[src/include/timer8_pkg.sv]
// Overview of operation
// - counter is an eight-bit register counting up or down by direction.
// - each count strobe moves the counter by exactly one step.
// - clear forces every counter bit to zero.
// - top shows counter at top (maximum, or compare a in ctc and compare-top modes), bottom shows counter at zero.
// - each tick clears, increments or decrements the counter per mode.
// - tick source picked by clock source select; value zero stops timer.
// - software reads and writes the counter at any time.
// - software write to the counter beats clear or count that cycle.
// - counting sequence set by three mode bits across control a and b.
// - overflow flag set at mode-defined point and can request interrupt.
// - comparator checks counter against both compare values continuously.
// - compare flag sets at the edge that ends the tick on which the counter matches.
// - enabled compare interrupt is requested while its flag is set.
// - servicing the interrupt clears the matching compare flag.
// - writing one to a flag bit clears it, zero leaves it.
// - each channel match is forwarded to its own match output.
package timer8_pkg;
  // ==========================================================
  // register byte offsets
  localparam logic [7:0] OFS_CTRL_A = 8'h00;
  localparam logic [7:0] OFS_CTRL_B = 8'h04;
  localparam logic [7:0] OFS_COUNT = 8'h08;
  localparam logic [7:0] OFS_CMP_A = 8'h0C;
  localparam logic [7:0] OFS_CMP_B = 8'h10;
  localparam logic [7:0] OFS_FLAGS = 8'h14;
  localparam logic [7:0] OFS_IRQ_EN = 8'h18;
  // ==========================================================
  // field positions
  localparam int POS_WAVE_LO = 0;  // control a: wave mode bits 1:0
  localparam int POS_CSS = 0;      // control b: clock source 2:0
  localparam int POS_WAVE_HI = 3;  // control b: wave mode bit 2
  localparam int POS_OVF = 0;      // flags / enables
  localparam int POS_CMPA = 1;
  localparam int POS_CMPB = 2;
  // ==========================================================
  // wave mode codes
  localparam logic [2:0] MODE_NORMAL = 3'h0;
  localparam logic [2:0] MODE_PC_MAX = 3'h1;
  localparam logic [2:0] MODE_CTC = 3'h2;
  localparam logic [2:0] MODE_FAST_MAX = 3'h3;
  localparam logic [2:0] MODE_PC_CMP = 3'h5;
  localparam logic [2:0] MODE_FAST_CMP = 3'h7;
  // ==========================================================
  // clock source codes and prescale masks (divide minus one)
  localparam logic [2:0] CSS_STOP = 3'h0;
  localparam logic [2:0] CSS_EXT_RISE = 3'h6;
  localparam logic [2:0] CSS_EXT_FALL = 3'h7;
  localparam int PRE_W = 10;
  localparam logic [9:0] PRE_MASK_1 = 10'h000;
  localparam logic [9:0] PRE_MASK_8 = 10'h007;
  localparam logic [9:0] PRE_MASK_64 = 10'h03F;
  localparam logic [9:0] PRE_MASK_256 = 10'h0FF;
  localparam logic [9:0] PRE_MASK_1024 = 10'h3FF;
  // ==========================================================
  // reset values
  localparam logic [31:0] RST_ZERO = 32'h0000_0000;
endpackage : timer8_pkg

[src/design/tick_source.sv]
`timescale 1ns/1ps
// ==========================================================
// tick source: prescaled pclk or edge of the external input
module tick_source (
  input wire logic pclk,                              // bus clock
  input wire logic presetn,                           // async reset, low
  input wire logic [2:0] clock_source_select,         // source code
  input wire logic ext_tick_in,                       // external source
  output logic tick                                   // one-cycle tick
);
  import timer8_pkg::*;

  logic [PRE_W-1:0] pre_ff;
  logic ext_prev_ff;
  logic tick_ff;
  logic [PRE_W-1:0] mask;
  logic rise;
  logic fall;
  logic nxt_tick;

  // ==========================================================
  // prescaler runs freely; a shared counter keeps all taps aligned
  always_ff @(posedge pclk or negedge presetn) begin
    if (!presetn) begin
      pre_ff <= '0;
      ext_prev_ff <= 1'b0;
      tick_ff <= 1'b0;
    end else begin
      pre_ff <= pre_ff + 1'b1;
      ext_prev_ff <= ext_tick_in;
      tick_ff <= nxt_tick;
    end
  end

  // tap selection for internal sources
  assign mask = (clock_source_select == 3'h1) ? PRE_MASK_1 :
                (clock_source_select == 3'h2) ? PRE_MASK_8 :
                (clock_source_select == 3'h3) ? PRE_MASK_64 :
                (clock_source_select == 3'h4) ? PRE_MASK_256 : PRE_MASK_1024;
  assign rise = ext_tick_in & ~ext_prev_ff;
  assign fall = ~ext_tick_in & ext_prev_ff;
  assign nxt_tick = (clock_source_select == CSS_STOP) ? 1'b0 :
                    (clock_source_select == CSS_EXT_RISE) ? rise :
                    (clock_source_select == CSS_EXT_FALL) ? fall :
                    ((pre_ff & mask) == mask);
  assign tick = tick_ff;
endmodule : tick_source

[src/design/timer8_counter_compare.sv]
`timescale 1ns/1ps
// ==========================================================
// eight-bit timer/counter with two compare channels, apb slave
module timer8_counter_compare #(
  parameter int CNT_W = 8  // counter and compare width
) (
  input wire logic pclk,                       // apb clock
  input wire logic presetn,                    // async reset, low
  input wire logic psel,                       // apb select
  input wire logic penable,                    // apb enable
  input wire logic pwrite,                     // apb direction
  input wire logic [7:0] paddr,                // apb byte address
  input wire logic [31:0] pwdata,              // apb write data
  output logic [31:0] prdata,                  // apb read data
  output logic pready,                         // apb ready
  output logic pslverr,                        // apb error, unmapped
  input wire logic ext_tick_in,                // external tick source
  input wire logic irq_ack_overflow,           // overflow irq serviced
  input wire logic irq_ack_compare_a,          // compare a irq serviced
  input wire logic irq_ack_compare_b,          // compare b irq serviced
  output logic irq_overflow,                   // overflow irq request
  output logic irq_compare_a,                  // compare a irq request
  output logic irq_compare_b,                  // compare b irq request
  output logic match_a,                        // channel a match
  output logic match_b,                        // channel b match
  output logic counter_top,                    // counter at top
  output logic counter_bottom,                 // counter at zero
  output logic count_down                      // current direction
);
  import timer8_pkg::*;

  // ==========================================================
  // elaboration check
  if (CNT_W < 2 || CNT_W > 32) begin : g_bad_width
    $error("CNT_W must be 2..32");
  end

  localparam logic [CNT_W-1:0] CNT_MAX = {CNT_W{1'b1}};
  localparam logic [CNT_W-1:0] CNT_ZERO = '0;

  // flag update: hardware set wins over any clear
  function automatic logic flag_next(input logic cur, input logic set,
                                     input logic clr);
    flag_next = (cur & ~clr) | set;
  endfunction : flag_next

  // dual-slope modes turn around at top instead of wrapping
  function automatic logic is_dual(input logic [2:0] m);
    is_dual = (m == MODE_PC_MAX) || (m == MODE_PC_CMP);
  endfunction : is_dual

  // ==========================================================
  // state
  logic [1:0] wave_lo_ff;
  logic wave_hi_ff;
  logic [2:0] css_ff;
  logic [CNT_W-1:0] counter_value_ff;
  logic [CNT_W-1:0] compare_value_a_ff;
  logic [CNT_W-1:0] compare_value_b_ff;
  logic overflow_flag_ff;
  logic compare_flag_a_ff;
  logic compare_flag_b_ff;
  logic [2:0] irq_en_ff;
  logic down_ff;
  logic [31:0] prdata_ff;
  logic pready_ff;
  logic pslverr_ff;
  logic irq_ovf_ff;
  logic irq_a_ff;
  logic irq_b_ff;
  logic match_a_ff;
  logic match_b_ff;
  logic top_ff;
  logic bottom_ff;

  // ==========================================================
  // tick generation
  logic timer_tick;

  tick_source u_tick (
    .pclk(pclk),
    .presetn(presetn),
    .clock_source_select(css_ff),
    .ext_tick_in(ext_tick_in),
    .tick(timer_tick)
  );

  // ==========================================================
  // apb decode
  logic setup;
  logic access;
  logic wr_en;
  logic hit_ctrl_a;
  logic hit_ctrl_b;
  logic hit_count;
  logic hit_cmp_a;
  logic hit_cmp_b;
  logic hit_flags;
  logic hit_irq_en;
  logic mapped;

  // access completes only while the registered ready is up
  assign setup = psel & ~penable;
  assign access = psel & penable & pready_ff;
  assign wr_en = access & pwrite;
  assign hit_ctrl_a = (paddr == OFS_CTRL_A);
  assign hit_ctrl_b = (paddr == OFS_CTRL_B);
  assign hit_count = (paddr == OFS_COUNT);
  assign hit_cmp_a = (paddr == OFS_CMP_A);
  assign hit_cmp_b = (paddr == OFS_CMP_B);
  assign hit_flags = (paddr == OFS_FLAGS);
  assign hit_irq_en = (paddr == OFS_IRQ_EN);
  assign mapped = hit_ctrl_a | hit_ctrl_b | hit_count | hit_cmp_a |
                  hit_cmp_b | hit_flags | hit_irq_en;

  // ==========================================================
  // mode and top selection
  logic [2:0] wave_mode_field;
  logic [CNT_W-1:0] top_val;
  logic dual;
  logic at_top;
  logic at_bottom;

  assign wave_mode_field = {wave_hi_ff, wave_lo_ff};
  assign dual = is_dual(wave_mode_field);
  // compare a sets top in ctc and the compare-top modes
  assign top_val = (wave_mode_field == MODE_CTC ||
                    wave_mode_field == MODE_PC_CMP ||
                    wave_mode_field == MODE_FAST_CMP) ?
                   compare_value_a_ff : CNT_MAX;
  assign at_top = (counter_value_ff == top_val);
  assign at_bottom = (counter_value_ff == CNT_ZERO);

  // ==========================================================
  // counter control: clear, count and direction
  logic ctl_clear;
  logic ctl_count;
  logic nxt_down;
  logic [CNT_W-1:0] counted;
  logic [CNT_W-1:0] nxt_count;
  logic cpu_cnt_wr;

  assign ctl_clear = timer_tick & ~dual & at_top;
  assign ctl_count = timer_tick & ~ctl_clear;
  // dual slope reverses on top and on bottom
  assign nxt_down = !dual ? 1'b0 :
                    (timer_tick & at_top & ~at_bottom) ? 1'b1 :
                    (timer_tick & at_bottom) ? 1'b0 : down_ff;
  assign counted = nxt_down ? counter_value_ff - 1'b1 :
                   counter_value_ff + 1'b1;
  assign cpu_cnt_wr = wr_en & hit_count;
  assign nxt_count = cpu_cnt_wr ? pwdata[CNT_W-1:0] :
                     ctl_clear ? CNT_ZERO :
                     ctl_count ? counted : counter_value_ff;

  // ==========================================================
  // overflow event per mode
  logic ovf_evt;

  assign ovf_evt = timer_tick & (
    (dual & at_bottom) |
    ((wave_mode_field == MODE_FAST_MAX || wave_mode_field == MODE_FAST_CMP)
      & at_top) |
    (~dual & ~(wave_mode_field == MODE_FAST_MAX ||
              wave_mode_field == MODE_FAST_CMP) &
      (counter_value_ff == CNT_MAX)));

  // ==========================================================
  // comparators
  logic eq_a;
  logic eq_b;
  logic set_a;
  logic set_b;

  assign eq_a = (counter_value_ff == compare_value_a_ff);
  assign eq_b = (counter_value_ff == compare_value_b_ff);
  assign set_a = timer_tick & eq_a;
  assign set_b = timer_tick & eq_b;

  // ==========================================================
  // flag clears from software and from interrupt service
  logic clr_ovf;
  logic clr_a;
  logic clr_b;
  logic nxt_ovf;
  logic nxt_a;
  logic nxt_b;

  assign clr_ovf = (wr_en & hit_flags & pwdata[POS_OVF]) | irq_ack_overflow;
  assign clr_a = (wr_en & hit_flags & pwdata[POS_CMPA]) | irq_ack_compare_a;
  assign clr_b = (wr_en & hit_flags & pwdata[POS_CMPB]) | irq_ack_compare_b;
  assign nxt_ovf = flag_next(overflow_flag_ff, ovf_evt, clr_ovf);
  assign nxt_a = flag_next(compare_flag_a_ff, set_a, clr_a);
  assign nxt_b = flag_next(compare_flag_b_ff, set_b, clr_b);

  // ==========================================================
  // read mux
  logic [31:0] rd_mux;

  assign rd_mux = hit_ctrl_a ? 32'(wave_lo_ff) << POS_WAVE_LO :
                  hit_ctrl_b ? (32'(css_ff) << POS_CSS) |
                               (32'(wave_hi_ff) << POS_WAVE_HI) :
                  hit_count ? 32'(counter_value_ff) :
                  hit_cmp_a ? 32'(compare_value_a_ff) :
                  hit_cmp_b ? 32'(compare_value_b_ff) :
                  hit_flags ? {29'h0, compare_flag_b_ff, compare_flag_a_ff,
                               overflow_flag_ff} :
                  hit_irq_en ? {29'h0, irq_en_ff} : RST_ZERO;

  // ==========================================================
  // apb answer: ready rises one cycle after setup, no extra waits
  always_ff @(posedge pclk or negedge presetn) begin
    if (!presetn) begin
      pready_ff <= 1'b0;
      pslverr_ff <= 1'b0;
      prdata_ff <= RST_ZERO;
    end else begin
      pready_ff <= setup;
      pslverr_ff <= setup & ~mapped;
      prdata_ff <= (setup & ~pwrite) ? rd_mux : RST_ZERO;
    end
  end

  // ==========================================================
  // control registers, writable only at the completing edge
  always_ff @(posedge pclk or negedge presetn) begin
    if (!presetn) begin
      wave_lo_ff <= 2'h0;
      wave_hi_ff <= 1'b0;
      css_ff <= CSS_STOP;
      compare_value_a_ff <= '0;
      compare_value_b_ff <= '0;
      irq_en_ff <= 3'h0;
    end else if (wr_en) begin
      if (hit_ctrl_a) wave_lo_ff <= pwdata[POS_WAVE_LO +: 2];
      if (hit_ctrl_b) css_ff <= pwdata[POS_CSS +: 3];
      if (hit_ctrl_b) wave_hi_ff <= pwdata[POS_WAVE_HI];
      if (hit_cmp_a) compare_value_a_ff <= pwdata[CNT_W-1:0];
      if (hit_cmp_b) compare_value_b_ff <= pwdata[CNT_W-1:0];
      if (hit_irq_en) irq_en_ff <= pwdata[2:0];
    end
  end

  // ==========================================================
  // counter, direction and flags
  always_ff @(posedge pclk or negedge presetn) begin
    if (!presetn) begin
      counter_value_ff <= '0;
      down_ff <= 1'b0;
      overflow_flag_ff <= 1'b0;
      compare_flag_a_ff <= 1'b0;
      compare_flag_b_ff <= 1'b0;
    end else begin
      counter_value_ff <= nxt_count;
      down_ff <= nxt_down;
      overflow_flag_ff <= nxt_ovf;
      compare_flag_a_ff <= nxt_a;
      compare_flag_b_ff <= nxt_b;
    end
  end

  // ==========================================================
  // registered side outputs; built from next-state values, so they change with the flags they mirror
  always_ff @(posedge pclk or negedge presetn) begin
    if (!presetn) begin
      irq_ovf_ff <= 1'b0;
      irq_a_ff <= 1'b0;
      irq_b_ff <= 1'b0;
      match_a_ff <= 1'b0;
      match_b_ff <= 1'b0;
      top_ff <= 1'b0;
      bottom_ff <= 1'b0;
    end else begin
      irq_ovf_ff <= nxt_ovf & irq_en_ff[POS_OVF];
      irq_a_ff <= nxt_a & irq_en_ff[POS_CMPA];
      irq_b_ff <= nxt_b & irq_en_ff[POS_CMPB];
      match_a_ff <= (nxt_count == compare_value_a_ff);
      match_b_ff <= (nxt_count == compare_value_b_ff);
      top_ff <= (nxt_count == top_val);
      bottom_ff <= (nxt_count == CNT_ZERO);
    end
  end

  // ==========================================================
  // output wiring
  assign prdata = prdata_ff;
  assign pready = pready_ff;
  assign pslverr = pslverr_ff;
  assign irq_overflow = irq_ovf_ff;
  assign irq_compare_a = irq_a_ff;
  assign irq_compare_b = irq_b_ff;
  assign match_a = match_a_ff;
  assign match_b = match_b_ff;
  assign counter_top = top_ff;
  assign counter_bottom = bottom_ff;
  assign count_down = down_ff;
endmodule : timer8_counter_compare

[config.mk]
export PLATFORM = sky130hd
export DESIGN_NAME = timer8_counter_compare
export DESIGN_NICKNAME = d
export VERILOG_FILES = /design/src/include/timer8_pkg.sv /design/src/design/tick_source.sv /design/src/design/timer8_counter_compare.sv
export SDC_FILE = /design/constraint.sdc
export NUM_CORES = 1
export LEC_CHECK = 0
export ABC_AREA = 1
export BUFFER_PORTS_ARGS = -buffer_cell sky130_fd_sc_hd__buf_2
export CORE_ASPECT_RATIO = 1.1
export CORE_MARGIN = 3
export CORE_UTILIZATION = 50
export DETAILED_ROUTE_END_ITERATION = 8
export PLACE_DENSITY_LB_ADDON = 0.12
export RECOVER_POWER = 100
export SLEW_MARGIN = 10
export SYNTH_ARGS = -nofsm -noshare
export SYNTH_HDL_FRONTEND = slang
export SYNTH_HIERARCHICAL = 1
export SYNTH_SLANG_ARGS = --single-unit
export TNS_END_PERCENT = 10
[constraint.sdc]
create_clock -name pclk -period 4.05 [get_ports pclk]
set_input_delay 0.81 -clock pclk [delete_from_list [all_inputs] [get_ports pclk]]
set_output_delay 0.81 -clock pclk [all_outputs]
set_load 0.02 [all_outputs]
==> flow_summary.toml, run 1 <==
[status]
status = "complete, but fails checks"
violations = "max-capacitance violations, max-slew violations"

[detailed_routing]
wire_per_inst_um = 16.6
routed_wirelength_um = 12500
vias = 4142
viasPerCell = 5.48
ant_nets = 0
drc = 0
first_pass_iters = 5
drt_iter0_drc = 262

[sta]
fmax_mhz = 274
slew_headroom = -0.0514
fin_crit_ns = 3.65
hold_violations = 0
fin_crit_sh = 0.901
rsz0062_at_grt = "no"
whs_ns = 0.457
setup_slack_ns = 0.400
tns_ns = 0
finalSetupViolations = 0
slew_viol_final = 26
finClkSkew_ns = 0.0169
worst-slew-pin-transition_ns = 1.58

[power]
leakage_nw = 2.39
power.switching_uw = 361
power_density_mw_per_mm2 = 289
seqPwrFrac = 0.477
peakVddDrop_mv = 0.284
internal-power_mw = 1.03
p_clk_frac = 0.462
switching_share = 0.259
comb_power_share = 0.061

[die]
num_rows = 35
die_y_um = 104
initial_utilization = 0.516
dieWidth_um = 95.1
num_io_pins = 91
fp.dieArea_mm2 = 0.00989
coreArea_mm2 = 0.00845

[synthesis]
synth_edf_count = 0
yosysSeqAreaShare = 0.378
synth_top_family_by_area = "simple AND/OR/NAND/NOR gates"
synthMuxAreaShare = 0
async_reset_ff_frac = 1.00
synth_cell_types = 40
synth_fa_ha_area_frac = 0.0247
synth.yosys.warnings = 6
synth_area_mm2 = 0.00436
synth.avg_cell_area_um2 = 7.47
synth_xor_area_frac = 0.0462
syn-instance-count = 584
synth-main-ff-cell = "dfrtp_1"
synth_seq_cells = 66
synth_compound_area_frac = 0.121
synth-simple-area-share = 0.316

[flow_run]
drv_cap = 1

[clocking]
clk_latency_ns = 0.36
cts_made_buffers = 9
post-cts-setup-buffer-count = 0
cts_tree = "yes"
holdBufCountCts = 0
cts_max_path_buffers = 2
h-tree-depth = 3
cts_sinks = 66
postCtsResizedCells = 0
root_buffer = "clkbuf_8"
clkTransAtPathRegs_ns = 0.08

[placed_design]
placedCellCount = 740
port_buffers = 42
gp_congestion = 0.947
hpwlAfterDp_um = 9690
post-place-ws_ns = 0.318

[setup_path]
critPathRequiredTime_ns = 4.35
slowest_stage = "dfrtp_1"
critPathMaxFanout = 10
cpMostUsedCell = "nand2_1"
reg2regPathDepth = 28
slowest_delay_ns = 0.43
critPathKind = "reg -> reg"
critPathLaunchType = "flop"
cp.arrival_ns = 3.94
cp-end-kind = "flop"

[cells_and_area]
final_cell_count_no_fill = 756
post-route-util = 0.571
n_antenna_cell = 0
final_cell_mix = "nand2_1, inv_1, dfrtp_1, nand3_1, nor2_1"
drive_gt1_frac = 0.116
area_growth_syn_to_layout_pct = 10.5
fin_nets = 697
final_common_cell = "nand2_1"

[grt]
grt_max_degree = 43
track_usage = 0.269
antenna_found_initial = 0
grt_remaining_overflow = 0
first_global_vias = 3912
grt_pass1_wl_um = 20500

[worst_hold_path]
min_path_type = "reg -> reg"
holdPathStages = 1
## routing by layer
metal  part of all wire  global-route usage  wire length [um]  up-vias
met2               0.49               0.438              6170      128
met3              0.051              0.0391               634       23
met4              0.019              0.0784               235        0
met1               0.44               0.369              5480     2001
met5                  0                   0                 0        -
li1                   -                   -                 -     1990
## final cells by class
cell class                      count  area [um2]
Multi-Input combinational cell    435        2270
Clock inverter                      7         101
Sequential cell                    66        1650
Inverter                           77         292
Clock buffer                        9         124
Tap cell                          111         139
Timing Repair Buffer               51         246
Fill cell                         807        3630
## sequential cells by signal, summed over array words and instances, names as in the netlist, 2 cells and up
signal,cells
compare_value_b_ff,8
compare_value_a_ff,8
counter_value_ff,8
css_ff,3
irq_en_ff,3
wave_lo_ff,2
prdata,8
u_tick/pre_ff,10
## kinds of logic after synthesis
logic type,Yosys count
adders and majority gates,8
other,1
DFF,66
xor gates and xnor gates,23
and+or+nand+nor,291
buffers and inverters,106
AOI/OAI and AO/OA,89
## worst max-delay path: cells and delay by family (launching register included)
family          cells  cell delay [ns]
fa+ha+maj           1             0.32
flops               1             0.43
simple gates       23             2.23
compound gates      1             0.14
buf+inv             2             0.30
xor+xnor            1             0.17
## cell usage after synthesis (5+ instances only)
cell type | count | area share
nand4_1 | 15 | 0.022
xor2_1 | 14 | 0.028
dfrtp_1 | 66 | 0.38
nor3_1 | 5 | 0.0057
o22ai_1 | 6 | 0.0086
nor2_1 | 45 | 0.039
nand2_4 | 8 | 0.021
inv_1 | 73 | 0.063
o21ai_0 | 36 | 0.041
buf_4 | 25 | 0.043
nand2_1 | 144 | 0.12
ha_1 | 7 | 0.020
xnor2_1 | 9 | 0.018
nand3_1 | 45 | 0.052
nor2_4 | 5 | 0.013
nand2_2 | 11 | 0.016
a21oi_1 | 22 | 0.025
## power groups by stage
stage / clock network, mW / registers, mW / logic, mW
2_1_floorplan: 0 / 0.682 / 0.0608
3_3_place_gp: 0 / 0.679 / 0.0849
3_5_place_dp: 0 / 0.679 / 0.0865
4_1_cts: 0.660 / 0.666 / 0.0866
5_1_grt: 0.692 / 0.667 / 0.0950
6_report: 0.645 / 0.666 / 0.0846
## final timing paths
check	from	end	slack, ns
setup / recovery	wave_lo_ff[0]	counter_top	0.40
hold / removal	u_tick/pre_ff[0]	u_tick/pre_ff[0]	0.46
setup reg to reg	wave_lo_ff[0]	counter_top	0.40
hold reg to reg	u_tick/pre_ff[0]	u_tick/pre_ff[0]	0.46
max in group asynchronous	presetn	prdata[7]	1.47
min in group asynchronous	presetn	counter_value_ff[3]	0.83
## stage by stage
| step | instance area [um2] | power (mW) |
|---|---|---|
| finish | 4820 | 1.40 |
| detailed placement | 4660 | 0.766 |
| global route | 4820 | 1.45 |
| CTS | 4890 | 1.41 |
| global placement | 4660 | 0.764 |
| floorplan | 4450 | 0.743 |
No activity file was read; power rests on OpenSTA's default activity.
==> run 2, diff against run 1 <==
--- a/config.mk
+++ b/config.mk
@@ -10,6 +10,7 @@
 export CORE_ASPECT_RATIO = 1.1
 export CORE_MARGIN = 3
 export CORE_UTILIZATION = 50
+export CTS_BUF_LIST = sky130_fd_sc_hd__clkbuf_4 sky130_fd_sc_hd__clkbuf_8
 export DETAILED_ROUTE_END_ITERATION = 8
 export PLACE_DENSITY_LB_ADDON = 0.12
 export RECOVER_POWER = 100
==> constraint.sdc (replaced) <==
create_clock -name pclk -period 4.05 [get_ports pclk]
set_input_delay 0.405 -clock pclk [delete_from_list [all_inputs] [get_ports pclk]]
set_output_delay 0.405 -clock pclk [all_outputs]
set_load 0.02 [all_outputs]
==> run 2 against run 1 <==
Against the previous run:
- the run still ends with max-capacitance violations, max-slew violations left
- power down 3.3%
- sequential share of layout area up 0.28 points
- clock-buffer cell count unchanged
- cell area down 0.80%
- combinational power down 0.7%
- highest routed layer unchanged
- final cell count unchanged
- critical path type unchanged
- critical path depth unchanged
- clock power down 7.1%
==> flow_summary.toml, run 2 (synthesized netlist as in run 1, its figures left out) <==
[status]
status = "complete, but fails checks"
violations = "max-capacitance violations, max-slew violations"

[clocking]
h-tree-depth = 3
clkTransAtPathRegs_ns = 0.08
post-cts-setup-buffer-count = 0
cts_made_buffers = 9
cts_max_path_buffers = 2
holdBufCountCts = 0
clk_latency_ns = 0.36
cts_sinks = 66
cts_tree = "yes"
postCtsResizedCells = 0
root_buffer = "clkbuf_8"

[detailed_routing]
viasPerCell = 5.40
first_pass_iters = 5
vias = 4081
routed_wirelength_um = 12300
ant_nets = 0
wire_per_inst_um = 16.3
drc = 0
drt_iter0_drc = 328

[setup_path]
cp_num_buf_inv = 2
cp-end-kind = "flop"
slowest_stage = "dfrtp_1"
critPathMaxFanout = 10
cp.arrival_ns = 3.90
cp_top_family = "simple AND/OR/NAND/NOR gates"
critPathLaunchType = "flop"
cpMostUsedCell = "nand2_1"
critPathKind = "reg -> reg"
critPathRequiredTime_ns = 4.35
slowest_delay_ns = 0.45

[grt]
grt_max_degree = 43
grt_pass1_wl_um = 19700
antenna_found_initial = 0
first_global_vias = 3792
busiest_layer = "met2"
grt_util_met1 = 0.348
grtUsageMet2 = 0.418
globalRouteMet3Util = 0.0398
grt_remaining_overflow = 0
track_usage = 0.260

[cells_and_area]
post-route-util = 0.566
largest_reg_flops = 10
area_growth_syn_to_layout_pct = 9.63
drive_gt1_frac = 0.110
fin_nets = 697
n_antenna_cell = 0
nFillCells = 852
final_common_cell = "nand2_1"
final_cell_mix = "nand2_1, inv_1, dfrtp_1, nand3_1, nor2_1"
regMostFlops = "u_tick/pre_ff"

[sta]
setup_slack_ns = 0.452
worst-slew-pin-transition_ns = 2.19
slew_viol_final = 43
finClkSkew_ns = 0.0116
finalSetupViolations = 0
rsz0062_at_grt = "no"
slew_headroom = -0.461
fin_crit_ns = 3.60
fmax_mhz = 278
whs_ns = 0.192
hold_violations = 0
tns_ns = 0
fin_crit_sh = 0.888

[die]
num_rows = 35
fp.dieArea_mm2 = 0.00989
num_io_pins = 91
dieWidth_um = 95.1
die_y_um = 104
coreArea_mm2 = 0.00845
initial_utilization = 0.516

[power]
seqPwrFrac = 0.494
power.switching_uw = 373
comb_power_share = 0.062
peakVddDrop_mv = 0.201
p_clk_frac = 0.444
internal-power_uw = 977
power_density_mw_per_mm2 = 282
switching_share = 0.276
leakage_nw = 2.38

[placed_design]
hpwlAfterDp_um = 9550
port_buffers = 42
gp_congestion = 0.962
post-place-ws_ns = 0.403

[flow_run]
drv_cap = 1

[worst_hold_path]
min_path_type = "in -> reg"
-- run 2: routing by layer --
metal	share of wire	vias to the layer above
met5	0	-
met4	0.027	0
met3	0.059	30
met2	0.49	134
met1	0.42	1931
li1	-	1986
-- run 2: per-stage QoR --
step	std cells	area (um2)	power, mW
finish	756	4780	1.35
global route	756	4780	1.40
CTS	756	4870	1.36
detailed placement	740	4660	0.766
global placement	740	4660	0.764
floorplan	607	4450	0.743
-- run 2: power groups by stage --
stage          combinational [mW]  clock (mW)  sequential [mW]
5_1_grt                    0.0943       0.639            0.667
3_3_place_gp               0.0851           0            0.679
6_report                   0.0840       0.599            0.666
3_5_place_dp               0.0866           0            0.679
4_1_cts                    0.0869       0.608            0.666
2_1_floorplan              0.0608           0            0.682
-- run 2: path summary, 6_finish.rpt --
check                                 startpoint                   to  slack (ns)  depth (start not counted)
max in group asynchronous                presetn   u_tick/ext_prev_ff        0.96                          2
worst max-delay path               wave_lo_ff[0]          counter_top        0.45                         28
worst min-delay path                 ext_tick_in   u_tick/ext_prev_ff        0.19                          1
worst min register to register  u_tick/pre_ff[0]     u_tick/pre_ff[0]        0.44                          1
min in group asynchronous                presetn  counter_value_ff[2]        0.38                          1
worst max register to register     wave_lo_ff[0]          counter_top        0.45                         28
-- run 2: area by class of cell --
cell class | count | area, um2 | area share
Clock buffer | 9 | 124 | 0.0259
Clock inverter | 7 | 83.8 | 0.0175
Inverter | 77 | 292 | 0.0609
Multi-Input combinational cell | 435 | 2250 | 0.470
Sequential cell | 66 | 1650 | 0.345
Tap cell | 111 | 139 | 0.0290
Timing Repair Buffer | 51 | 248 | 0.0518
==> run 3, diff against run 2 <==
--- a/config.mk
+++ b/config.mk
@@ -7,8 +7,9 @@
 export LEC_CHECK = 0
 export ABC_AREA = 1
 export BUFFER_PORTS_ARGS = -buffer_cell sky130_fd_sc_hd__buf_2
+export CAP_MARGIN = 20
 export CORE_ASPECT_RATIO = 1.1
-export CORE_MARGIN = 3
+export CORE_MARGIN = 4
 export CORE_UTILIZATION = 50
 export CTS_BUF_LIST = sky130_fd_sc_hd__clkbuf_4 sky130_fd_sc_hd__clkbuf_8
 export DETAILED_ROUTE_END_ITERATION = 8
==> run 3 against run 2 <==
Against the previous run:
- the run still ends with max-capacitance violations, max-slew violations left
- clock skew increased by 0.00074 ns
- critical path depth unchanged
- die area increased by 4.1%
- largest cell class unchanged
- wire length increased by 0.79%
- core utilization decreased by 0.089 points
- setup slack got worse by 0.033 ns
- first-iteration DRC count increased by 10%
- maximum frequency decreased by 0.90%
- critical path type unchanged
- final cell count decreased by 0.13%
- power decreased by 0.13%
- critical endpoint unchanged
- clock-buffer cell count increased by 1
==> flow_summary.toml, run 3 (synthesized netlist as in run 1, its figures left out) <==
[sta]
setup_slack_ns = 0.420
slew_headroom = -0.262
rsz0062_at_grt = "no"
slew_viol_final = 69
finClkSkew_ns = 0.0123
worst-slew-pin-transition_ns = 1.89
tns_ns = 0
whs_ns = 0.190
fin_crit_ns = 3.63
fin_crit_sh = 0.896
hold_violations = 0
fmax_mhz = 275
finalSetupViolations = 0

[placed_design]
dpl-instance-area_mm2 = 0.00466
gp_congestion = 0.959
hpwlAfterDp_um = 9620
placedCellCount = 739
post-place-ws_ns = 0.380
port_buffers = 42

[clocking]
holdBufCountCts = 0
cts_max_path_buffers = 2
cts_tree = "yes"
cts_made_buffers = 9
post-cts-setup-buffer-count = 0
root_buffer = "clkbuf_8"
h-tree-depth = 3
clk_latency_ns = 0.35
clkTransAtPathRegs_ns = 0.09
cts_sinks = 66

[status]
status = "complete, but fails checks"
violations = "max-capacitance violations, max-slew violations"

[cells_and_area]
post-route-util = 0.565
fin_area_mm2 = 0.00478
fin_nets = 696
regMostFlops = "u_tick/pre_ff"
drive_gt1_frac = 0.109
area_growth_syn_to_layout_pct = 9.46
final_common_cell = "nand2_1"
n_antenna_cell = 0
final_cell_mix = "nand2_1, inv_1, dfrtp_1, nand3_1, nor2_1"
final_cell_count_no_fill = 755
largest_reg_flops = 10

[power]
power_mw = 1.35
leakage_nw = 2.37
seqPwrFrac = 0.495
comb_power_share = 0.062
power_density_mw_per_mm2 = 282
switching_share = 0.264
internal-power_uw = 991
power.switching_uw = 356
peakVddDrop_mv = 0.146
p_clk_frac = 0.443

[detailed_routing]
highest-signal-layer = "met4"
vias = 4129
ant_nets = 0
wl_met3_um = 797
first_pass_iters = 5
viasPerCell = 5.47
drc = 0
m1WireLength_um = 5180
wire_per_inst_um = 16.5
drt_iter0_drc = 362
routed_wirelength_um = 12400
wl_met2_um = 6010

[grt]
grt_max_degree = 37
grt_pass1_wl_um = 20500
grt_remaining_overflow = 0
first_global_vias = 4142
track_usage = 0.251
antenna_found_initial = 0

[setup_path]
critPathKind = "reg -> reg"
reg2regPathDepth = 28
slowest_delay_ns = 0.45
regToRegStartpoint = "wave_lo_ff[0]"
critPathMaxFanout = 10
cp.arrival_ns = 3.93
critPathRequiredTime_ns = 4.35
slowest_stage = "dfrtp_1"
critPathLaunchType = "flop"
crit_start = "wave_lo_ff[0]"
cp-end-kind = "flop"
reg2reg_slack_ns = 0.42
cpMostUsedCell = "nand2_1"

[die]
die_y_um = 106
initial_utilization = 0.516
num_io_pins = 91
fp.dieArea_mm2 = 0.0103
dieWidth_um = 97.1
coreArea_mm2 = 0.00845
num_rows = 35

[worst_hold_path]
min_from = "ext_tick_in"
holdPathStages = 1
min_path_type = "in -> reg"

[flow_run]
drv_cap = 2
==> run 3: cell count changes in the layout (fill, tap and decap cells not counted), sizes merged <==
cell / change
clkbuf: +3
buf: -3
clkinvlp: -1
==> run 3: power by group through the flow <==
stage | Sequential, mW | Clock [mW] | Combinational [mW]
floorplan | 0.682 | 0 | 0.0608
global placement | 0.679 | 0 | 0.0847
detailed placement | 0.679 | 0 | 0.0861
CTS | 0.666 | 0.605 | 0.0866
global route | 0.667 | 0.640 | 0.0948
finish | 0.666 | 0.597 | 0.0840
==> run 3: timing repair <==
action | CTS | global route
hold endpoints to repair | 0 | 0
resized for setup | 0 | 1
setup endpoints to repair | 0 | 2
==> run 3: area by class of cell <==
class                           count  area, um2
Fill cell                         850       3670
Multi-Input combinational cell    435       2250
Sequential cell                    66       1650
Inverter                           77        292
Timing Repair Buffer               50        233
Tap cell                          111        139
Clock buffer                       10        138
Clock inverter                      6       72.6
==> run 3: path summary, 6_finish.rpt <==
check	endpoint
min reg2reg	u_tick/pre_ff[0]
max	counter_top
max reg2reg	counter_top
min	u_tick/ext_prev_ff
min in group asynchronous	count_down
max in group asynchronous	compare_value_a_ff[0]
==> run 3: per-layer routing <==
metal  vias to the layer above  GRT usage
met1                      1954      0.315
met4                         0      0.119
met2                       158      0.422
li1                       1982          -
met5                         -          0
met3                        35     0.0400
==> run 3: worst max-delay path, delay by kind of cell, from the launching register on <==
| kind | cells | cell delay (ns) |
|---|---|---|
| compound gates | 1 | 0.15 |
| simple gates | 23 | 2.20 |
| buf+inv | 2 | 0.30 |
| xor+xnor | 1 | 0.17 |
| fa+ha+maj | 1 | 0.31 |
| flops | 1 | 0.45 |
